### config.mk
export PLATFORM = sky130hd
export DESIGN_NAME = drib_sysctl
export DESIGN_NICKNAME = d
export VERILOG_FILES = /design/src/verilog/drib_pkg.sv /design/src/verilog/drib_slow_divider.sv /design/src/verilog/drib_sysctl.sv
export SDC_FILE = /design/constraint.sdc
export NUM_CORES = 1
export LEC_CHECK = 0
export ABC_CLOCK_PERIOD_IN_PS = 1900
export BUFFER_PORTS_ARGS = -buffer_cell sky130_fd_sc_hd__buf_2
export CORE_ASPECT_RATIO = 1.75
export CORE_MARGIN = 5
export CORE_UTILIZATION = 45
export CTS_BUF_LIST = sky130_fd_sc_hd__clkbuf_8 sky130_fd_sc_hd__clkbuf_16
export DETAILED_ROUTE_END_ITERATION = 12
export GPL_ROUTABILITY_DRIVEN = 0
export PLACE_DENSITY = 0.76
export SYNTH_ARGS = -nofsm -noshare
export SYNTH_HDL_FRONTEND = slang
export SYNTH_HIERARCHICAL = 1
export SYNTH_SLANG_ARGS = --single-unit
### constraint.sdc
create_clock -name i_clock -period 1.9 [get_ports i_clock]
set_clock_uncertainty 0.05 [all_clocks]
set_input_delay 0.19 -clock i_clock [delete_from_list [all_inputs] [get_ports i_clock]]
set_output_delay 0.19 -clock i_clock [all_outputs]
set_load 0.03 [all_outputs]
### src/verilog/drib_pkg.sv
// shared constants, types and state codes for the reset, idle and boot control block
// assumes one processor-cycle clock; the input clock pin runs at half this rate
package drib_pkg;

   // clock relations: processor cycle is twice the input clock rate
   localparam int          DRIB_CLOCK_MHZ         = 50;
   localparam int          DRIB_CYCLES_PER_IN_CLK = 2;
   localparam int          DRIB_EXAMPLE_IN_MHZ    = 40;  // gives a 12.5 ns cycle

   // power-down recovery, counted in input clock cycles
   localparam int          DRIB_PD_FAST_IN_CLKS   = 200;
   localparam int          DRIB_PD_SLOW_IN_CLKS   = 4096;
   localparam int          DRIB_REC_W             = 14;

   // boot constants
   localparam int          DRIB_BOOT_WORDS        = 32;
   localparam int          DRIB_BOOT_CNT_W        = 6;
   localparam logic [15:0] DRIB_FIRST_FETCH       = 16'h0000;
   localparam logic [15:0] DRIB_HOST_RELEASE_ADDR = 16'h0000;

   // external address drive masks
   localparam int          DRIB_EXT_ADDR_W        = 14;
   localparam logic [13:0] DRIB_HOST_ADDR_OE      = 14'h0001;
   localparam logic [13:0] DRIB_FULL_ADDR_OE      = 14'h3fff;

   // pin synchroniser layout: bus req, powerdown_n, reset_n, straps d..a
   localparam int          DRIB_SYNC_W            = 7;
   localparam logic [6:0]  DRIB_SYNC_RESET        = 7'h20;
   localparam int          DRIB_SYNC_BUS          = 6;
   localparam int          DRIB_SYNC_PD_N         = 5;
   localparam int          DRIB_SYNC_RST_N        = 4;

   // slow idle divisor code is log2 of the divisor
   typedef enum logic [2:0] {
      DRIB_DIV_NONE = 3'h0,
      DRIB_DIV_16   = 3'h4,
      DRIB_DIV_32   = 3'h5,
      DRIB_DIV_64   = 3'h6,
      DRIB_DIV_128  = 3'h7
   } drib_div_t;

   typedef enum logic [1:0] {
      DRIB_BOOT_BYTE = 2'h0,
      DRIB_BOOT_NONE = 2'h1,
      DRIB_BOOT_HOST = 2'h2
   } drib_boot_t;

   typedef struct packed {
      logic d;
      logic c;
      logic b;
      logic a;
   } drib_strap_t;

   typedef struct packed {
      logic       host_mode;
      logic       ack_open_drain;
      drib_boot_t boot_src;
   } drib_cfg_t;

   localparam drib_cfg_t   DRIB_CFG_RESET = '{host_mode: 1'b0, ack_open_drain: 1'b0,
                                              boot_src: DRIB_BOOT_NONE};

   typedef enum logic [5:0] {
      DRIB_ST_RESET   = 6'h01,
      DRIB_ST_BOOT    = 6'h02,
      DRIB_ST_RUN     = 6'h04,
      DRIB_ST_IDLE    = 6'h08,
      DRIB_ST_PWRDN   = 6'h10,
      DRIB_ST_RECOVER = 6'h20
   } drib_state_t;

endpackage

### src/verilog/drib_slow_divider.sv
// clock-enable divider for slow idle: one tick every 2**code cycles
// assumes the divisor only changes while i_restart is high
`timescale 1ns/1ps
`default_nettype none
module drib_slow_divider #(
   parameter int CNT_W = 7
) (
   input  wire logic              i_clock,
   input  wire logic              i_reset,
   input  wire logic              i_restart,
   input  wire drib_pkg::drib_div_t i_div,
   output logic                   o_tick
);
   import drib_pkg::*;

   if (CNT_W < 7) begin : g_chk
      $error("divider counter too narrow for a divisor of 128");
   end

   logic [CNT_W-1:0] count;

   // division limit decode
   wire logic             slow     = (i_div >= DRIB_DIV_16);
   wire logic [CNT_W-1:0] limit    = CNT_W'((32'd1 << i_div) - 32'd1);
   wire logic             at_limit = (count == limit);

   // count runs only in a divided mode; tick every cycle otherwise
   always_ff @(posedge i_clock) begin
      if (i_reset || i_restart || !slow || at_limit) begin
         count <= '0;
      end else begin
         count <= count + 1'b1;
      end
      o_tick <= i_reset || !slow || at_limit;
   end

endmodule
`default_nettype wire

### src/verilog/drib_sysctl.sv
// power-down, idle, slow idle, cycle clock and master reset/boot sequencing
// assumes i_clock is the processor cycle clock and pins arrive asynchronously
//
// Behaviour
// - master reset during power-down ends power-down
// - power-down acknowledge goes active once power-down is fully entered
// - idle stalls until an unmasked interrupt, then resumes after the idle
// - dma and autobuffer cycle steals keep being granted while idle
// - slow idle divides the core clock by 16, 32, 64 or 128
// - serial, cycle-clock and timer enables divide by the same ratio
// - idle without a divisor is plain idle with no division
// - after a wake interrupt, slow idle lasts at most the divisor cycles
// - processor cycle runs at twice the input clock rate
// - cycle clock output toggles per cycle, gated off by the disable bit
// - later resets keep clocks running with no stabilisation wait
// - master reset empties stacks, masks interrupts, clears mode status
// - on release, no bus request, boot then fetch from internal 0x0000
// - straps c,b,a low: byte dma loads 32 words, full memory mode
// - strap b high only: no boot, start external 0, full memory mode
// - straps c,a high, b low: host mode, wait host write to location 0
// - memory mode latched from strap c only during reset
// - strap d selects driven or open-drain host dma acknowledge
// - host memory mode drives only one external address bit
// - power-down entered by request pin or software force bit
// - restart within 200 input clocks, or 4096 with oscillator stopped
`timescale 1ns/1ps
`default_nettype none
module drib_sysctl #(
   parameter int SLOW_REC_CYCLES = drib_pkg::DRIB_PD_SLOW_IN_CLKS * drib_pkg::DRIB_CYCLES_PER_IN_CLK
) (
   input  wire logic                  i_clock,
   input  wire logic                  i_reset,
   input  wire logic                  i_reset_pin_n,
   input  wire logic                  i_powerdown_request_pin_n,
   input  wire logic                  i_bus_request_pin,
   input  wire drib_pkg::drib_strap_t i_strap_pins,
   input  wire logic                  i_powerdown_force,
   input  wire logic                  i_oscillator_disabled,
   input  wire logic                  i_irq_pending,
   input  wire logic                  i_idle_request,
   input  wire drib_pkg::drib_div_t   i_idle_divisor,
   input  wire logic [2:0]            i_dma_steal_request,
   input  wire logic                  i_clock_output_disable_bit,
   input  wire logic                  i_byte_dma_word_done,
   input  wire logic                  i_internal_dma_write,
   input  wire logic                  i_internal_dma_to_pm,
   input  wire logic [15:0]           i_internal_dma_addr,
   input  wire logic                  i_host_ack_active,
   output logic                       o_powerdown_ack_pin,
   output logic                       o_master_clear,
   output logic                       o_run,
   output logic                       o_resume,
   output logic                       o_fetch_external,
   output logic [15:0]                o_fetch_addr,
   output logic                       o_byte_dma_boot,
   output logic [2:0]                 o_dma_grant,
   output logic                       o_core_clk_en,
   output logic                       o_periph_clk_en,
   output logic                       o_cycle_clock_output,
   output drib_pkg::drib_cfg_t        o_config,
   output logic                       o_flag_pin_two_free,
   output logic                       o_host_dma_acknowledge_out,
   output logic                       o_host_dma_acknowledge_oe,
   output logic [13:0]                o_ext_addr_oe
);
   import drib_pkg::*;

   localparam int FAST_REC_CYCLES = DRIB_PD_FAST_IN_CLKS * DRIB_CYCLES_PER_IN_CLK;

   if (SLOW_REC_CYCLES < 1 || SLOW_REC_CYCLES >= (1 << DRIB_REC_W)) begin : g_chk
      $error("slow recovery count out of range");
   end

   logic [DRIB_SYNC_W-1:0]     sync_a;
   logic [DRIB_SYNC_W-1:0]     sync_b;
   drib_state_t                state;
   drib_state_t                next_state;
   drib_div_t                  idle_div;
   logic                       wake_seen;
   logic [DRIB_BOOT_CNT_W-1:0] word_count;
   logic [DRIB_REC_W-1:0]      rec_count;
   logic                       tick;

   // two-flop synchroniser for every pin input
   always_ff @(posedge i_clock) begin
      if (i_reset) begin
         sync_a <= DRIB_SYNC_RESET;
         sync_b <= DRIB_SYNC_RESET;
      end else begin
         sync_a <= {i_bus_request_pin, i_powerdown_request_pin_n, i_reset_pin_n, i_strap_pins};
         sync_b <= sync_a;
      end
   end

   // synchronised pin decode
   wire logic        mreset    = !sync_b[DRIB_SYNC_RST_N];
   wire logic        pd_pin    = !sync_b[DRIB_SYNC_PD_N];
   wire logic        bus_req   = sync_b[DRIB_SYNC_BUS];
   wire drib_strap_t strap_now = drib_strap_t'(sync_b[3:0]);

   // strap decode into boot source and memory mode
   wire logic       strap_byte_full = !strap_now.c && !strap_now.b && !strap_now.a;
   wire logic       strap_none_full = !strap_now.c && strap_now.b && !strap_now.a;
   wire logic       strap_host_load = strap_now.c && !strap_now.b && strap_now.a;
   wire logic       strap_byte_host = strap_now.c && !strap_now.b && !strap_now.a;
   wire drib_boot_t next_src        = (strap_byte_full || strap_byte_host) ? DRIB_BOOT_BYTE :
                                      strap_host_load ? DRIB_BOOT_HOST : DRIB_BOOT_NONE;
   wire drib_cfg_t  next_cfg        = '{host_mode: strap_now.c, ack_open_drain: strap_now.d,
                                        boot_src: next_src};

   // boot completion terms
   wire logic byte_done    = (word_count == DRIB_BOOT_CNT_W'(DRIB_BOOT_WORDS));
   wire logic host_release = i_internal_dma_write && i_internal_dma_to_pm &&
                             (i_internal_dma_addr == DRIB_HOST_RELEASE_ADDR);
   wire logic boot_go      = !bus_req && ((o_config.boot_src == DRIB_BOOT_NONE) ||
                             (o_config.boot_src == DRIB_BOOT_BYTE && byte_done) ||
                             (o_config.boot_src == DRIB_BOOT_HOST && host_release));

   // power-down, idle and divisor terms
   wire logic      pd_req     = pd_pin || i_powerdown_force;
   wire logic      div_legal  = (i_idle_divisor inside {DRIB_DIV_16, DRIB_DIV_32,
                                                        DRIB_DIV_64, DRIB_DIV_128});
   wire drib_div_t entry_div  = div_legal ? i_idle_divisor : DRIB_DIV_NONE;
   wire drib_div_t active_div = (state == DRIB_ST_IDLE) ? idle_div : DRIB_DIV_NONE;
   wire logic      idle_tick  = (idle_div == DRIB_DIV_NONE) || tick;
   wire logic      rec_done   = (rec_count == DRIB_REC_W'(1));
   wire logic [DRIB_REC_W-1:0] rec_load = i_oscillator_disabled ?
                                          DRIB_REC_W'(SLOW_REC_CYCLES) :
                                          DRIB_REC_W'(FAST_REC_CYCLES);

   // core clock divider; restarts whenever the core is not idle
   drib_slow_divider #(
      .CNT_W (7)
   ) u_divider (
      .i_clock   (i_clock),
      .i_reset   (i_reset),
      .i_restart (state != DRIB_ST_IDLE),
      .i_div     (active_div),
      .o_tick    (tick)
   );

   // sequencing; master reset overrides every state
   always_comb begin
      next_state = state;
      if (mreset) begin
         next_state = DRIB_ST_RESET;
      end else begin
         unique case (state)
            DRIB_ST_RESET: begin
               next_state = DRIB_ST_BOOT;
            end
            DRIB_ST_BOOT: begin
               if (boot_go) next_state = DRIB_ST_RUN;
            end
            DRIB_ST_RUN: begin
               if (pd_req) next_state = DRIB_ST_PWRDN;
               else if (i_idle_request) next_state = DRIB_ST_IDLE;
            end
            DRIB_ST_IDLE: begin
               if (pd_req) next_state = DRIB_ST_PWRDN;
               else if ((i_irq_pending || wake_seen) && idle_tick) next_state = DRIB_ST_RUN;
            end
            DRIB_ST_PWRDN: begin
               if (i_irq_pending) next_state = DRIB_ST_RECOVER;
            end
            DRIB_ST_RECOVER: begin
               if (rec_done) next_state = DRIB_ST_RUN;
            end
            default: begin
               next_state = DRIB_ST_RESET;
            end
         endcase
      end
   end

   // state, idle divisor and wake memory
   always_ff @(posedge i_clock) begin
      if (i_reset) begin
         state     <= DRIB_ST_RESET;
         idle_div  <= DRIB_DIV_NONE;
         wake_seen <= 1'b0;
      end else begin
         state     <= next_state;
         idle_div  <= (state == DRIB_ST_RUN) ? entry_div : idle_div;
         wake_seen <= (state == DRIB_ST_IDLE) && (i_irq_pending || wake_seen);
      end
   end

   // boot word count and recovery count
   always_ff @(posedge i_clock) begin
      if (i_reset || state != DRIB_ST_BOOT) begin
         word_count <= '0;
      end else if (i_byte_dma_word_done && !byte_done) begin
         word_count <= word_count + 1'b1;
      end
      if (i_reset || state != DRIB_ST_RECOVER) begin
         rec_count <= rec_load;
      end else begin
         rec_count <= rec_count - 1'b1;
      end
   end

   // mode straps latched only while master reset is held
   always_ff @(posedge i_clock) begin
      if (i_reset) begin
         o_config      <= DRIB_CFG_RESET;
         o_ext_addr_oe <= DRIB_FULL_ADDR_OE;
      end else begin
         o_config      <= mreset ? next_cfg : o_config;
         o_ext_addr_oe <= o_config.host_mode ? DRIB_HOST_ADDR_OE : DRIB_FULL_ADDR_OE;
      end
   end

   // status and control outputs
   always_ff @(posedge i_clock) begin
      if (i_reset) begin
         o_powerdown_ack_pin <= 1'b0;
         o_master_clear      <= 1'b1;
         o_run               <= 1'b0;
         o_resume            <= 1'b0;
         o_fetch_external    <= 1'b0;
         o_fetch_addr        <= DRIB_FIRST_FETCH;
         o_byte_dma_boot     <= 1'b0;
         o_dma_grant         <= '0;
         o_flag_pin_two_free <= 1'b0;
      end else begin
         o_powerdown_ack_pin <= (next_state == DRIB_ST_PWRDN);
         o_master_clear      <= mreset;
         o_run               <= (next_state == DRIB_ST_RUN);
         o_resume            <= (state == DRIB_ST_IDLE) && (next_state == DRIB_ST_RUN);
         o_fetch_external    <= (o_config.boot_src == DRIB_BOOT_NONE);
         o_fetch_addr        <= DRIB_FIRST_FETCH;
         o_byte_dma_boot     <= (next_state == DRIB_ST_BOOT) && !bus_req &&
                                (o_config.boot_src == DRIB_BOOT_BYTE) && !byte_done;
         o_dma_grant         <= (state == DRIB_ST_RUN || state == DRIB_ST_IDLE) ?
                                i_dma_steal_request : 3'h0;
         o_flag_pin_two_free <= !mreset;
      end
   end

   // cycle clock output and its gating; runs at the divided rate in slow idle
   always_ff @(posedge i_clock) begin
      if (i_reset || i_clock_output_disable_bit) begin
         o_cycle_clock_output <= 1'b0;
      end else if (tick) begin
         o_cycle_clock_output <= !o_cycle_clock_output;
      end
   end

   // core and peripheral enables share one divider flop
   assign o_core_clk_en   = tick;
   assign o_periph_clk_en = tick;

   // host dma acknowledge pin: driven or open-drain, host mode only
   always_ff @(posedge i_clock) begin
      if (i_reset) begin
         o_host_dma_acknowledge_out <= 1'b1;
         o_host_dma_acknowledge_oe  <= 1'b0;
      end else begin
         o_host_dma_acknowledge_out <= o_config.ack_open_drain || !i_host_ack_active;
         o_host_dma_acknowledge_oe  <= o_config.host_mode &&
                                       (!o_config.ack_open_drain || !i_host_ack_active);
      end
   end

   // checks
   chk_reset_ends_pd: assert property (@(posedge i_clock) disable iff (i_reset)
      (state == DRIB_ST_PWRDN && mreset) |=> (state == DRIB_ST_RESET && !o_powerdown_ack_pin))
      else $error("master reset did not end power-down");
   chk_pd_ack_level: assert property (@(posedge i_clock) disable iff (i_reset)
      (state == DRIB_ST_PWRDN) == o_powerdown_ack_pin)
      else $error("power-down acknowledge out of step with state");
   chk_idle_wake_fast: assert property (@(posedge i_clock) disable iff (i_reset)
      (state == DRIB_ST_IDLE && idle_div == DRIB_DIV_NONE && i_irq_pending && !pd_req && !mreset)
      |=> (state == DRIB_ST_RUN && o_resume))
      else $error("plain idle did not resume in one cycle");
   chk_idle_grants: assert property (@(posedge i_clock) disable iff (i_reset)
      (state == DRIB_ST_IDLE && !mreset) |=> (o_dma_grant == $past(i_dma_steal_request)))
      else $error("cycle steal not granted in idle");
   chk_slow_wake_bound: assert property (@(posedge i_clock) disable iff (i_reset)
      (state == DRIB_ST_IDLE && i_irq_pending) |-> ##[1:129] (state != DRIB_ST_IDLE))
      else $error("slow idle exceeded divisor cycles after wake");
   chk_slow_no_tick: assert property (@(posedge i_clock) disable iff (i_reset)
      (state == DRIB_ST_IDLE && idle_div == DRIB_DIV_16 && $past(state) == DRIB_ST_IDLE && tick)
      |=> (!tick || state != DRIB_ST_IDLE) [*8])
      else $error("slow idle tick came too soon");
   chk_cycle_clock_output_gated: assert property (@(posedge i_clock) disable iff (i_reset)
      i_clock_output_disable_bit |=> !o_cycle_clock_output)
      else $error("cycle clock not gated off");
   chk_master_clear: assert property (@(posedge i_clock) disable iff (i_reset)
      mreset |=> (o_master_clear && !o_run))
      else $error("master reset did not clear state");
   chk_byte_boot_hold: assert property (@(posedge i_clock) disable iff (i_reset)
      (state == DRIB_ST_BOOT && o_config.boot_src == DRIB_BOOT_BYTE && !byte_done)
      |=> (state != DRIB_ST_RUN))
      else $error("ran before 32 boot words");
   chk_host_release: assert property (@(posedge i_clock) disable iff (i_reset)
      (state == DRIB_ST_BOOT && o_config.boot_src == DRIB_BOOT_HOST && host_release &&
       !bus_req && !mreset) |=> o_run)
      else $error("host write to location zero did not start execution");
   chk_host_addr: assert property (@(posedge i_clock) disable iff (i_reset)
      o_config.host_mode |=> (o_ext_addr_oe == DRIB_HOST_ADDR_OE))
      else $error("host mode drives more than one address bit");
   chk_fast_recovery: assert property (@(posedge i_clock) disable iff (i_reset)
      (state == DRIB_ST_PWRDN && i_irq_pending && !i_oscillator_disabled)
      |-> ##[1:401] (state == DRIB_ST_RUN || state == DRIB_ST_RESET))
      else $error("power-down recovery too slow");

   cov_slow_wake: cover property (@(posedge i_clock) disable iff (i_reset)
      (state == DRIB_ST_IDLE && idle_div == DRIB_DIV_128) ##1 o_resume);
   cov_host_boot: cover property (@(posedge i_clock) disable iff (i_reset)
      (state == DRIB_ST_BOOT && o_config.boot_src == DRIB_BOOT_HOST) ##1 (state == DRIB_ST_RUN));
   cov_pd_recover: cover property (@(posedge i_clock) disable iff (i_reset)
      (state == DRIB_ST_RECOVER) ##1 (state == DRIB_ST_RUN));

endmodule
`default_nettype wire
Word-level counts from Yosys, hierarchy flattened
Cells that the tools add are included.
- register bits after elaboration: 83
- input port bits: 40
- output and inout port bits: 49
- logic and storage cells: 119
- add/subtract/negate cells: 4
- order comparisons: 1
- equality and inequality tests: 21
- shift operators: 1
- multiplexer cells: 16
- bitwise operators: 1
- reductions and logical operators: 51
- operators by type and width (cell ; count):
    two-way mux 6 bit ; 8
    two-way mux 14 bit ; 3
    one-hot mux 6 bit (6 select lines) ; 1
    logical AND 1 bit ; 18
    logical OR 1 bit ; 17
    logical NOT 16 bit ; 1
    == test 14 x 1 -> 1 bit, second input constant ; 1
    subtractor 14 x 1 -> 14 bit, second input constant ; 1
    == test 3 bit, second input constant ; 4
    == test 6 x 2 -> 1 bit, second input constant ; 2
    == test 6 x 3 -> 1 bit, second input constant ; 2
    == test 6 x 5 -> 1 bit, second input constant ; 2
    == test 6 bit, second input constant ; 2
    logical NOT 1 bit ; 11
    adder 7 x 1 -> 7 bit, second input constant ; 1
    == test 7 bit ; 1
    << shifter 1 x 3 -> 7 bit, first input constant ; 1
    subtractor 7 x 1 -> 7 bit, second input constant ; 1
    adder 6 x 1 -> 6 bit, second input constant ; 1
    == test 6 x 1 -> 1 bit, second input constant ; 1
    == test 6 x 4 -> 1 bit, second input constant ; 1
    two-way mux 3 bit ; 2
    inequality test 6 x 2 -> 1 bit, second input constant ; 1
    inequality test 6 x 4 -> 1 bit, second input constant ; 1
    other kinds (10) ; 11

Logic depth before layout (Yosys ltp)
- depth in word-level cells: 12
- gate-level depth with buffers: 7
- gate-level depth less buffers: 6

Hierarchy
The synthesis kept the hierarchy.
- by module, submodules not included (module ; instances ; cells an instance ; area an instance (um2) ; sequential area each (um2)):
    drib_sysctl ; 1 ; 290 ; 2741.4 ; 1241.2
    drib_slow_divider ; 1 ; 37 ; 352.8 ; 160.2

Least setup slack after synthesis
OpenSTA, ideal clock, no wires.
- path type: reg-to-reg
- from: reg state[0]
- to: reg u_divider.o_tick
- arrival: 1932 ps
- data required time: 1723 ps
- slack: -209 ps
- stages on the path, launching flop included: 8
- path buffers: 1
- cell sequence: dfxtp_1 buf_2 nor4_2 and3_1 xnor2_1 a32oi_1 a211oi_2 or3b_1
- longest elaborated chain between the ends: 6
- ends and longest elaborated chain (element ; RTL line ; RTL):
    start, declared ; drib_sysctl.sv:76 ; drib_state_t state;
    start signal, assigned ; drib_sysctl.sv:183 ; state <= next_state;
    == test 6 x 4 -> 1 bit (*) ; drib_sysctl.sv:124 ; wire drib_div_t active_div = (state == DRIB_ST_IDLE) ? idle_div : DRIB_DIV_NONE;
    two-way mux 3 bit (*) ; drib_sysctl.sv:124 ;
    named net active_div[0] ; drib_sysctl.sv:124 ;
    << shifter 1 x 3 -> 7 bit / >= comparator 3 bit (equally long branches) ; drib_slow_divider.sv:24, drib_slow_divider.sv:23 ;
    subtractor 7 x 1 -> 7 bit / logical NOT 1 bit (equally long branches) ; drib_slow_divider.sv:24, drib_slow_divider.sv:34 ;
    == test 7 bit / logical OR 1 bit (equally long branches) ; drib_slow_divider.sv:25, drib_slow_divider.sv:34 ;
    logical OR 1 bit (*) ; drib_slow_divider.sv:34 ; o_tick <= i_reset || !slow || at_limit;
    end signal, assigned ; drib_slow_divider.sv:34 ;
    end, declared ; drib_slow_divider.sv:12 ; output logic o_tick
The timed path passes the listed nets; every way through them passes the cells marked *.
A chain may end at the register's enable or synchronous reset.

Worst setup path in the final report
- from: reg state[4]
- to: reg u_divider.o_tick
Same word-level chain as after synthesis.

==> summary.txt <==
Startpoint Class: flip-flop
Arrival @ worst endpoint: 2030 ps
Synth Area in Simple Gates: 25.15%
Clock transition at path regs: 50 ps
Filler Cell Count: 628
R2R Setup Slk: 20 ps
Setup Crit Path Kind: reg2reg
main combinational cell family by area after synthesis: simple AND/OR/NAND/NOR gates
DR vias: 2540
Ys Warns: 6
first-pass GRT wire length: 10.65 mm
dpl hpwl: 4.964 mm
CTS root buffer: clkbuf_16
xor/xnor cell area share of the yosys netlist: 5.378%
final setup margin: 19.31 ps
Final TNS setup: 0 ps
FP Rows: 40
post-synthesis register bit count: 70
CP required: 2050 ps
Via density: 5.111
overall power: 0.003256 W
Avg WL per Cell: 13.18 um
Slew Limit Fails: 0
Leak: 1.595 nW
Synth async-reset ratio: 0%
post-route antenna net violation count: 0
pre-CTS setup slack: 9.005 ps
Post-Syn Instances: 327
Clock Latency Late Sink: 320 ps
full die area: 8700 sq um
Hold Worst Slack: 16.11 ps
Hold Crit Class: in2reg
Detailed Route Iter0 Violations: 107
register area: 1406 sq um
status: complete, no violations
htree depth: 3
largest net degree at the start of global routing: 24
Post-Synthesis Cell Area: 3094 sq um
final net count: 455
ys flop type: dfxtp_1
crit-path cells: nor4_4 -> buf_4 -> and3_4 -> xnor2_2 -> a32oi_1 -> a211oi_2 -> or3b_1
RSZ-0062 raised after global routing: yes
diode count: 0
Num CTS Buffers: 9
register area share after synthesis: 45.29%
initial antenna violation count: 0
max-cap violation count: 0
Yosys cell types: 58
final wirelength: 6.549 mm
slowest CP cell: dfxtp_1
vias in the first global route: 2430
Final Critical Period: 1881 ps
Clock Path Buffers: 2
Die W: 72.69 um
EDFF count, synth: 0
IO buf count: 71
layout cell share with drive strength beyond 1: 33.66%
DR DRC count: 0
peak supply drop: 0.0006524 V
area of the multi-input gates: 1526 sq um
Die Ht: 119.7 um
FMAX: 531.7 MHz
final core occ: 57.15%
post-synthesis adder-cell area fraction: 2.022%
Detailed Routing Iterations Pass 1: 6
critical path endpoint category: flip-flop
# IOs: 89
core area: 6807 sq um
slowest stage delay, CP: 340 ps
CTS tree: built
Power Density: 837.1 nW/um^2
number of setup violations in the final report: 0
Final Hold Vio Count: 0
clk sinks: 70
starting density of the core: 45.46%
compound-gate portion of the synthesized area: 11.40%
crit-path max FO: 6
final worst-path cycle share: 98.98%
gr usage total: 15.62%
synthesized area per cell: 9.462 sq um
gr ovfl total: 0
post-synthesis mux area share: 0.9705%
Area growth syn-to-layout: 25.72%
report_power, final:
part / leakage [nW] / switching, W / internal (W)
Clock: 0.142 / 0.000538 / 0.000966
Sequential: 0.571 / 0.0000160 / 0.00150
Combinational: 0.882 / 0.000143 / 0.0000951
Total: 1.59 / 0.000697 / 0.00256
registers in the layout, indices dropped and copies added, names as in the netlist, 3 cells and up:
signal,flops
state,6
o_config,4
u_divider/count,7
sync_b,7
idle_div,3
o_dma_grant,3
rec_count,14
word_count,6
sync_a,7
cells in the final DEF, fill, tap and decap left out, drive strengths merged, types with 4 or more instances in the layout:
| cell type | Yosys | layout |
|---|---|---|
| nor2 | 30 | 30 |
| nand4 | 6 | 6 |
| clkbuf | 6 | 12 |
| dfxtp | 70 | 70 |
| nand4b | 4 | 4 |
| nor3b | 5 | 5 |
| buf | 33 | 93 |
| nor2b | 17 | 17 |
| inv | 7 | 8 |
| xor2 | 10 | 10 |
| nand2 | 14 | 14 |
| nor3 | 10 | 10 |
| nand3 | 9 | 9 |
| or2 | 4 | 4 |
| conb | 2 | 17 |
| nor4 | 8 | 8 |
| or3b | 4 | 4 |
| ha | 5 | 5 |
| xnor2 | 9 | 9 |
| a21oi | 18 | 18 |
| and2 | 5 | 5 |
| o21ai | 5 | 5 |
path summary, 6_finish.rpt:
| check | startpoint | to | cells after the start |
|---|---|---|---|
| setup reg to reg | state[4]$_SDFF_PP0_ | u_divider/o_tick$_DFF_P_ | 7 |
| hold reg to reg | sync_a[5]$_SDFF_PP1_ | sync_b[5]$_SDFF_PP1_ | 1 |
| setup / recovery | state[4]$_SDFF_PP0_ | u_divider/o_tick$_DFF_P_ | 7 |
| hold / removal | i_dma_steal_request[2] | o_dma_grant[2]$_SDFF_PP0_ | 2 |
cells by family (layout without fill, tap and decap cells):
| group | Yosys count | in the layout |
|---|---|---|
| AND/OR/NAND/NOR | 135 | 135 |
| XOR/XNOR | 19 | 19 |
| buffers and inverters | 46 | 117 |
| multiplexers | 3 | 3 |
| adder cells (fa/ha/maj) | 5 | 5 |
| other | 2 | 17 |
| flip-flops | 70 | 70 |
| AO/OA/AOI/OAI | 47 | 47 |
worst max-delay path: cells and delay by family, from the launching register on:
kind	cells	cell delay (ps)
xor+xnor	1	70
simple gates	3	800
buf+inv	1	170
compound gates	2	330
flops	1	340
metal layers:
metal	vias to the layer above	track usage, %	part of all wire [%]	wire length, um
met4	0	7.737	2.7	177
met1	1190	16.60	36	2369
met2	78	27.38	54	3544
li1	1258	-	-	-
met5	-	0	0	0
met3	14	4.359	7.0	457
repair_timing:
item	in CTS	in global routing
buffers inserted	1	4
pin swaps	0	8
setup endpoints to repair	1	16
hold buffers	3	0
endpoints found under the hold margin	3	0
cloned	0	0
gates resized for setup	0	15
cell usage after synthesis, types with 2 or more instances:
| library cell | number | area, sq um |
|---|---|---|
| nand3_1 | 9 | 45.04 |
| a31oi_1 | 2 | 12.51 |
| inv_1 | 7 | 26.28 |
| a21o_1 | 2 | 15.01 |
| nor2b_1 | 17 | 106.4 |
| nor4_2 | 2 | 25.02 |
| clkbuf_1 | 6 | 22.52 |
| and3_1 | 3 | 18.77 |
| nor4b_1 | 3 | 26.28 |
| mux2i_1 | 3 | 30.03 |
| xor2_1 | 10 | 87.58 |
| xnor2_1 | 9 | 78.83 |
| buf_2 | 2 | 10.01 |
| or4_1 | 2 | 15.01 |
| nand3b_1 | 2 | 15.01 |
| nand2_1 | 14 | 52.55 |
| a32oi_1 | 2 | 17.52 |
| conb_1 | 2 | 7.510 |
| buf_4 | 30 | 225.2 |
| nand2b_1 | 3 | 18.77 |
| ha_1 | 5 | 62.56 |
| and2_1 | 5 | 31.28 |
| a21oi_1 | 17 | 85.08 |
| nor2_1 | 28 | 105.1 |
| dfxtp_1 | 70 | 1401 |
| o31ai_1 | 2 | 15.01 |
| nor4_1 | 6 | 37.54 |
| a211oi_1 | 2 | 15.01 |
| or3b_2 | 3 | 26.28 |
| nor3_1 | 9 | 45.04 |
| nor3b_1 | 5 | 37.54 |
| nor2_2 | 2 | 12.51 |
| nand4b_1 | 4 | 35.03 |
| or2_2 | 4 | 25.02 |
| nand4_1 | 6 | 37.54 |
| or3_1 | 3 | 18.77 |
| o21ai_0 | 5 | 25.02 |
per-stage QoR:
stage | area (sq um) | cells
after CTS | 3797 | 493
final | 3890 | 497
after global placement | 3485 | 475
after global routing | 3890 | 497
after floorplan | 3166 | 342
after detailed placement | 3485 | 475
cell type report:
| cell class | count | share of cell area [%] |
|---|---|---|
| clock buffers | 12 | 6.851 |
| repair buffers | 96 | 14.15 |
| clock inverters | 2 | 0.2252 |
| inverters | 7 | 0.6755 |
| well taps | 84 | 2.702 |
| multi-input cells | 226 | 39.24 |
| flip-flops and latches | 70 | 36.15 |
No activity file was read; power rests on OpenSTA's default activity.
